### src/logic/lutdac_pkg.sv
package lutdac_pkg;

	// Memory map, byte addresses on the serial side
	localparam logic [8:0] ADDR_CTRL0      = 9'h080;
	localparam logic [8:0] ADDR_CTRL1      = 9'h081;
	localparam logic [8:0] ADDR_CTRL2      = 9'h082;
	localparam logic [8:0] ADDR_CTRL3      = 9'h083;
	localparam logic [8:0] ADDR_CTRL4      = 9'h084;
	localparam logic [8:0] ADDR_CTRL5      = 9'h085;
	localparam logic [8:0] ADDR_WRITE_EN   = 9'h086;
	localparam logic [8:0] ADDR_ADC_STATUS = 9'h087;
	localparam logic [8:0] BASE_TABLE_ONE  = 9'h090;
	localparam logic [8:0] BASE_TABLE_TWO  = 9'h0D0;

	// Table geometry
	localparam int         TABLE_ROWS      = 64;
	localparam int         ROW_BITS        = 6;

	// Control register 0 fields
	localparam int         REF_SOURCE_BIT  = 0;
	localparam int         CONV_INPUT_BIT  = 3;
	localparam int         FILTER_BYP_BIT  = 6;

	// Control register 5 fields
	localparam int         DAC2_DIRECT_BIT = 7;
	localparam int         TAB2_DIRECT_BIT = 6;
	localparam int         DAC1_DIRECT_BIT = 5;
	localparam int         TAB1_DIRECT_BIT = 4;

	// Write-enable control register
	localparam int         WRITE_LATCH_POS = 7;
	localparam logic [7:0] LATCH_SET_VAL   = 8'h80;
	localparam logic [7:0] LATCH_CLR_VAL   = 8'h00;

	// Reset values
	localparam logic [7:0] CTRL_RESET      = 8'h00;
	localparam logic [7:0] DAC_HOLD_VAL    = 8'h00;
	localparam logic [7:0] TABLE_RESET     = 8'h00;

	// Settling filter: identical high bits needed before an update
	localparam logic [1:0] AGREE_LAST      = 2'h3;

endpackage

### src/logic/lutdac_control.sv
`timescale 1ns/1ps
`default_nettype none

module lutdac_control (
	// Clock and reset
	input  wire logic       clk_sys,
	input  wire logic       rst,
	// Byte writes from the serial protocol engine
	input  wire logic       memWrStrobe,
	input  wire logic [8:0] memWrAddr,
	input  wire logic [7:0] memWrData,
	output logic            memWrAck,
	output logic            memWrNack,
	// Byte reads from the serial protocol engine
	input  wire logic       memRdStrobe,
	input  wire logic [8:0] memRdAddr,
	output logic [7:0]      memRdData,
	output logic            memRdValid,
	// Converter interface
	input  wire logic       convDone,
	input  wire logic [7:0] convValue,
	output logic            refPinDrive,
	output logic            senseInputSel,
	// DAC input bytes
	output logic [7:0]      dac1Input,
	output logic [7:0]      dac2Input
);

	////////////////////////////////////////////////////////////////////////
	function automatic logic tableHit(input logic [8:0] addr, input logic [8:0] base);
		tableHit = (addr >= base) && (addr < base + 9'(lutdac_pkg::TABLE_ROWS));
	endfunction

	function automatic logic [5:0] rowOf(input logic [8:0] addr, input logic [8:0] base);
		logic [8:0] diff;
		diff  = addr - base;
		rowOf = diff[5:0];
	endfunction

	logic [7:0] ctrl_q [0:5];
	logic [7:0] tableOne_q [0:lutdac_pkg::TABLE_ROWS-1];
	logic [7:0] tableTwo_q [0:lutdac_pkg::TABLE_ROWS-1];
	logic       writeLatch_q;
	logic [7:0] result_q;
	logic       resultValid_q;
	logic [5:0] prevHigh_q;
	logic [1:0] agree_q;
	logic       havePrev_q;

	logic wrLatchReg;
	logic wrAllowed;
	assign wrLatchReg = memWrAddr == lutdac_pkg::ADDR_WRITE_EN;
	assign wrAllowed  = memWrStrobe && writeLatch_q && !wrLatchReg;

	////////////////////////////////////////////////////////////////////////
	// Write-enable latch; only the latch bit exists, reserved bits stay zero
	always_ff @(posedge clk_sys or posedge rst) begin
		if (rst) begin
			writeLatch_q <= 1'b0;
		end else if (memWrStrobe && wrLatchReg) begin
			if (memWrData == lutdac_pkg::LATCH_SET_VAL) begin
				writeLatch_q <= 1'b1;
			end else if (memWrData == lutdac_pkg::LATCH_CLR_VAL) begin
				writeLatch_q <= 1'b0;
			end
		end
	end

	// Acknowledge is decided the cycle after the byte arrives
	always_ff @(posedge clk_sys or posedge rst) begin
		if (rst) begin
			memWrAck  <= 1'b0;
			memWrNack <= 1'b0;
		end else begin
			memWrAck  <= memWrStrobe && (writeLatch_q || wrLatchReg);
			memWrNack <= memWrStrobe && !writeLatch_q && !wrLatchReg;
		end
	end

	// Control registers 0..5
	always_ff @(posedge clk_sys or posedge rst) begin
		if (rst) begin
			for (int i = 0; i < 6; i++) begin
				ctrl_q[i] <= lutdac_pkg::CTRL_RESET;
			end
		end else if (wrAllowed && memWrAddr >= lutdac_pkg::ADDR_CTRL0
				&& memWrAddr <= lutdac_pkg::ADDR_CTRL5) begin
			ctrl_q[memWrAddr[2:0]] <= memWrData;
		end
	end

	// Look-up tables; reset stands in for the factory-cleared contents
	always_ff @(posedge clk_sys or posedge rst) begin
		if (rst) begin
			for (int i = 0; i < lutdac_pkg::TABLE_ROWS; i++) begin
				tableOne_q[i] <= lutdac_pkg::TABLE_RESET;
				tableTwo_q[i] <= lutdac_pkg::TABLE_RESET;
			end
		end else if (wrAllowed) begin
			if (tableHit(memWrAddr, lutdac_pkg::BASE_TABLE_ONE)) begin
				tableOne_q[rowOf(memWrAddr, lutdac_pkg::BASE_TABLE_ONE)] <= memWrData;
			end else if (tableHit(memWrAddr, lutdac_pkg::BASE_TABLE_TWO)) begin
				tableTwo_q[rowOf(memWrAddr, lutdac_pkg::BASE_TABLE_TWO)] <= memWrData;
			end
		end
	end

	////////////////////////////////////////////////////////////////////////
	// Read port; general memory and reserved addresses read zero here
	always_ff @(posedge clk_sys or posedge rst) begin
		if (rst) begin
			memRdData  <= 8'h00;
			memRdValid <= 1'b0;
		end else begin
			memRdValid <= memRdStrobe;
			if (memRdStrobe) begin
				if (memRdAddr >= lutdac_pkg::ADDR_CTRL0 && memRdAddr <= lutdac_pkg::ADDR_CTRL5) begin
					memRdData <= ctrl_q[memRdAddr[2:0]];
				end else if (memRdAddr == lutdac_pkg::ADDR_WRITE_EN) begin
					memRdData <= {writeLatch_q, 7'h00};
				end else if (memRdAddr == lutdac_pkg::ADDR_ADC_STATUS) begin
					memRdData <= result_q;
				end else if (tableHit(memRdAddr, lutdac_pkg::BASE_TABLE_ONE)) begin
					memRdData <= tableOne_q[rowOf(memRdAddr, lutdac_pkg::BASE_TABLE_ONE)];
				end else if (tableHit(memRdAddr, lutdac_pkg::BASE_TABLE_TWO)) begin
					memRdData <= tableTwo_q[rowOf(memRdAddr, lutdac_pkg::BASE_TABLE_TWO)];
				end else begin
					memRdData <= 8'h00;
				end
			end
		end
	end

	////////////////////////////////////////////////////////////////////////
	// Settling filter and result register; no bus path writes result_q
	logic       filterByp;
	logic [1:0] agreeNext;
	assign filterByp = ctrl_q[0][lutdac_pkg::FILTER_BYP_BIT];
	// Reset contents of prevHigh_q are not a conversion, so they never count as agreement
	assign agreeNext = (!havePrev_q || convValue[7:2] != prevHigh_q) ? 2'h0
		: (agree_q == lutdac_pkg::AGREE_LAST) ? agree_q : agree_q + 2'h1;

	always_ff @(posedge clk_sys or posedge rst) begin
		if (rst) begin
			prevHigh_q    <= 6'h00;
			agree_q       <= 2'h0;
			havePrev_q    <= 1'b0;
			result_q      <= 8'h00;
			resultValid_q <= 1'b0;
		end else if (convDone) begin
			prevHigh_q <= convValue[7:2];
			agree_q    <= agreeNext;
			havePrev_q <= 1'b1;
			// Count 0 means one conversion seen, so count 3 is the fourth alike
			if (filterByp || agreeNext == lutdac_pkg::AGREE_LAST) begin
				result_q      <= convValue;
				resultValid_q <= 1'b1;
			end
		end
	end

	////////////////////////////////////////////////////////////////////////
	// Row selection and DAC sources, refreshed every clock
	logic [5:0] rowOne;
	logic [5:0] rowTwo;
	logic       oneRowDirect;
	logic       twoRowDirect;
	logic       oneDacDirect;
	logic       twoDacDirect;
	assign oneRowDirect = ctrl_q[5][lutdac_pkg::TAB1_DIRECT_BIT];
	assign twoRowDirect = ctrl_q[5][lutdac_pkg::TAB2_DIRECT_BIT];
	assign oneDacDirect = ctrl_q[5][lutdac_pkg::DAC1_DIRECT_BIT];
	assign twoDacDirect = ctrl_q[5][lutdac_pkg::DAC2_DIRECT_BIT];
	assign rowOne = oneRowDirect ? ctrl_q[1][5:0] : result_q[7:2];
	assign rowTwo = twoRowDirect ? ctrl_q[2][5:0] : result_q[7:2];

	// Hold at zero until a lookup is possible; direct modes need no conversion
	always_ff @(posedge clk_sys or posedge rst) begin
		if (rst) begin
			dac1Input <= lutdac_pkg::DAC_HOLD_VAL;
			dac2Input <= lutdac_pkg::DAC_HOLD_VAL;
		end else begin
			if (oneDacDirect) begin
				dac1Input <= ctrl_q[3];
			end else if (resultValid_q || oneRowDirect) begin
				dac1Input <= tableOne_q[rowOne];
			end else begin
				dac1Input <= lutdac_pkg::DAC_HOLD_VAL;
			end
			if (twoDacDirect) begin
				dac2Input <= ctrl_q[4];
			end else if (resultValid_q || twoRowDirect) begin
				dac2Input <= tableTwo_q[rowTwo];
			end else begin
				dac2Input <= lutdac_pkg::DAC_HOLD_VAL;
			end
		end
	end

	// Analog selects
	always_ff @(posedge clk_sys or posedge rst) begin
		if (rst) begin
			refPinDrive   <= 1'b1;
			senseInputSel <= 1'b0;
		end else begin
			refPinDrive   <= !ctrl_q[0][lutdac_pkg::REF_SOURCE_BIT];
			senseInputSel <= ctrl_q[0][lutdac_pkg::CONV_INPUT_BIT];
		end
	end
endmodule

`default_nettype wire

### config.mk
export PLATFORM = sky130hd
export DESIGN_NAME = lutdac_control
export DESIGN_NICKNAME = d
export VERILOG_FILES = /design/src/logic/lutdac_pkg.sv /design/src/logic/lutdac_control.sv
export SDC_FILE = /design/constraint.sdc
export NUM_CORES = 2
export LEC_CHECK = 0
export BUFFER_PORTS_ARGS = -buffer_cell sky130_fd_sc_hd__buf_2
export CORE_UTILIZATION = 46
export DETAILED_ROUTE_END_ITERATION = 12
export GPL_TIMING_DRIVEN = 1
export RECOVER_POWER = 100
export SYNTH_ARGS = -nofsm -noshare
export SYNTH_HDL_FRONTEND = slang
export SYNTH_SLANG_ARGS = --single-unit
### constraint.sdc
create_clock -name clk_sys -period 39.2 [get_ports clk_sys]
set_clock_uncertainty 0.15 [all_clocks]
set_input_delay 3.92 -clock clk_sys [delete_from_list [all_inputs] [get_ports clk_sys]]
set_output_delay 3.92 -clock clk_sys [all_outputs]
set_load 0.01 [all_outputs]
==> impl_metrics.py <==
metrics = {
    "logic_synthesis": {
        "synth_flop_cell": "dfrtp_1",
        "ys_top_cells_by_area": "dfrtp_1, mux2_2, mux4_2",
        "synth_top_area_cell": "dfrtp_1",
        "synthCells": 4238,
        "ys_types": 69,
        "yosysTopAreaCellShare_pct": 46.17,
        "ys_seq_area_share_pct": 46.21,
        "synth-async-reset-ratio_pct": 100.0,
        "avgSynthCellArea_um2": 14.31,
        "ys_seq_elements": 1120,
        "ys_warn_count": 0,
        "syn_nets": 4279,
        "synth-edff-count": 0,
        "synth_area_mm2": 0.06065,
    },
    "cts": {
        "cts_setup_buffers": 0,
        "cts_tree": "done",
        "root_buffer": "clkbuf_16",
        "cts_resized": 0,
        "clk_pin_slew_worst_paths_ns": 0.06,
        "clock_sinks": 1120,
        "worstSkewPairLatency_ns": 0.77,
        "cts.path.max_buffers": 3,
        "h-tree-depth": 4,
        "ctsHoldBuffers": 0,
        "numCtsBuffers": 131,
    },
    "layout": {
        "nets": 4215,
        "final_common_cell": "dfrtp_1",
        "area_delta_synth_final_pct": 9.555,
        "final_core_util_pct": 51.06,
        "fin_cells": 6015,
        "drive_gt1_share_pct": 42.72,
        "final_cell_mix": "dfrtp_1, mux2_2, mux4_2",
    },
    "critical_path": {
        "r2r_start": "ctrl_q[4]",
        "crit_buf_inv": 6,
        "reg2reg_slack_ns": 29.74,
        "worst-endpoint-required_ns": 39.78,
        "r2r_cells": 9,
        "crit_arrival_ns": 20.56,
        "r2r_end": "dac1Input[6]",
        "crit_slowest_cell": "clkbuf_1",
        "timing.critical_path.mode_cell": "clkbuf_1",
        "critPathMaxFanout": 176,
        "crit_type": "primary input to async pin",
        "path_delay_family": "buffers and inverters",
        "start_kind": "primary input",
        "slowest_delay_ns": 6.97,
        "cp_cell_sequence": "clkbuf_1 -> clkinvlp_2 -> clkbuf_1 -> clkbuf_1 -> clkbuf_1 -> buf_4",
        "endpoint_kind": "async pin",
    },
    "outcome": {
        "outcome": "finished, violations left",
        "violations": "max-capacitance violations, max-slew violations",
    },
    "worst_hold_path": {
        "hold-path-endpoint": "refPinDrive",
        "hold_depth": 1,
        "hp-start": "ctrl_q[40]",
        "hp-class": "flip-flop to flip-flop",
    },
    "timing": {
        "max-slew-margin-rel_pct": -545.4,
        "setup_viol": 0,
        "post-route-period-util_pct": 50.95,
        "hold_ws_ns": 0.2822,
        "hold_violations": 0,
        "tightest_slew_ns": 9.681,
        "layout_min_cycle_time_ns": 19.97,
        "finalSetupTns_ns": 0,
        "drv_slew": 1426,
        "fmax_mhz": 50.07,
        "setup_ws_ns": 19.23,
        "rsz0062_at_grt": "false",
    },
    "route": {
        "via_count": 39460,
        "drc": 0,
        "drt_pre_antenna_iters": 5,
        "viasPerCell": 6.560,
        "drt_iter0_drc": 3736,
        "antenna_left": 0,
        "post_drt_wl_per_cell_um": 32.41,
        "drt_wl_total_mm": 195.0,
    },
    "floorplanning": {
        "die_h_um": 365.1,
        "pin_count": 68,
        "core-area_mm2": 0.1301,
        "initial_utilization_pct": 46.60,
        "dieWidth_um": 365.1,
        "placementRows": 132,
        "die_area_mm2": 0.1333,
    },
    "pwr": {
        "powerDensity_mw_per_mm2": 37.90,
        "max-vdd-ir-drop_mv": 0.03299,
        "leakage_nw": 32.36,
    },
    "place": {
        "gp_congestion": 0.9528,
        "dp_hpwl_mm": 127.3,
        "io_buffers": 67,
        "place_ws_ns": 30.61,
        "dp_cells": 5783,
    },
    "global_route": {
        "grt_pass1_vias": 39308,
        "grt_pass1_wl_mm": 286.1,
        "grt_overflow": 0,
        "grt_usage_pct": 29.59,
        "antenna_found_initial": 7,
        "grt_max_degree": 177,
    },
    "job": {
        "drv_cap": 21,
    },
}
## registers in the layout, indices dropped and copies added (netlist names)
| signal | count |
|---|---|
| dac2Input | 8 |
| writeLatch_q | 1 |
| dac1Input | 8 |
| agree_q | 2 |
| tableTwo_q | 512 |
| memWrNack | 1 |
| result_q | 8 |
| memWrAck | 1 |
| memRdData | 8 |
| havePrev_q | 1 |
| refPinDrive | 1 |
| tableOne_q | 512 |
| ctrl_q | 48 |
| memRdValid | 1 |
| resultValid_q | 1 |
| prevHigh_q | 6 |
| senseInputSel | 1 |
## cell type report
cell class | instances | area, µm²
Tap cell | 1742 | 2180
Clock buffer | 203 | 4004
Sequential cell | 1120 | 28030
Inverter | 12 | 48.80
Clock inverter | 28 | 320.3
Fill cell | 11305 | 63700
Multi-Input combinational cell | 2766 | 31030
Antenna cell | 1 | 2.502
Timing Repair Buffer | 143 | 830.8
## cell usage after synthesis, types with 6 or more instances
cell       number
nand3b_1        9
dfrtp_1      1119
nor4_1          8
o21ai_0        11
nor3_1         10
inv_1          10
o21bai_1       15
a22oi_1        32
o311ai_0        6
nor2b_1        54
nand2_4         6
a32oi_1        16
mux4_2        410
nand2_1       190
a221oi_1        7
and2_1          6
a211oi_1       80
nand4_1        39
buf_4          47
nand3_1        19
o2111ai_1       6
nor2_1        113
buf_2          85
buf_1          13
mux2i_2         6
o22ai_1         8
mux2_1         41
clkbuf_1      184
a2bb2oi_1      14
nand2b_1       12
or2_2           9
mux2i_1       395
buf_6          11
o211ai_1       32
a21oi_1        33
mux2_2       1099
## per-layer routing
metal / part of all wire (%) / global-route usage [%]
met2: 45 / 43.91
met5: 0.021 / 0
met1: 43 / 42.43
met3: 8.3 / 7.142
met4: 3.6 / 10.14
## where the power goes
group / total (mW) / switching (mW) / leakage (nW) / internal [mW]
clock: 1.23 / 0.505 / 2.13 / 0.729
combinational: 0.123 / 0.0947 / 14.6 / 0.0284
sequential: 1.16 / 0.00222 / 15.6 / 1.16
## kinds of logic (layout without fill, tap and decap cells)
logic type | count (synthesis) | in the layout | share of synthesized area [%]
other | 0 | 1 | 0
adder cells (fa/ha/maj) | 2 | 2 | 0.04125
multiplexers | 1953 | 1953 | 43.13
buffers and inverters | 352 | 386 | 2.781
XOR/XNOR | 7 | 7 | 0.1011
AND/OR/NAND/NOR | 505 | 505 | 4.068
flip-flops | 1120 | 1120 | 46.21
AO/OA/AOI/OAI | 299 | 299 | 3.668
## worst max-delay path by stage
stage / start / to / cells after the start
after floorplan: rst / agree_q[0] / 1
after global placement: rst / tableOne_q[193] / 6
after detailed placement: rst / tableOne_q[329] / 6
after CTS: rst / tableOne_q[2] / 6
after global routing: rst / tableOne_q[35] / 6
final: rst / tableOne_q[48] / 6
## through the flow
step	power, mW	area (µm²)
global route	2.591	66450
global placement	1.305	62340
floorplan	1.262	60650
CTS	2.539	66670
detailed placement	1.305	62340
finish	2.518	66450
No activity file was read; power rests on OpenSTA's default activity.
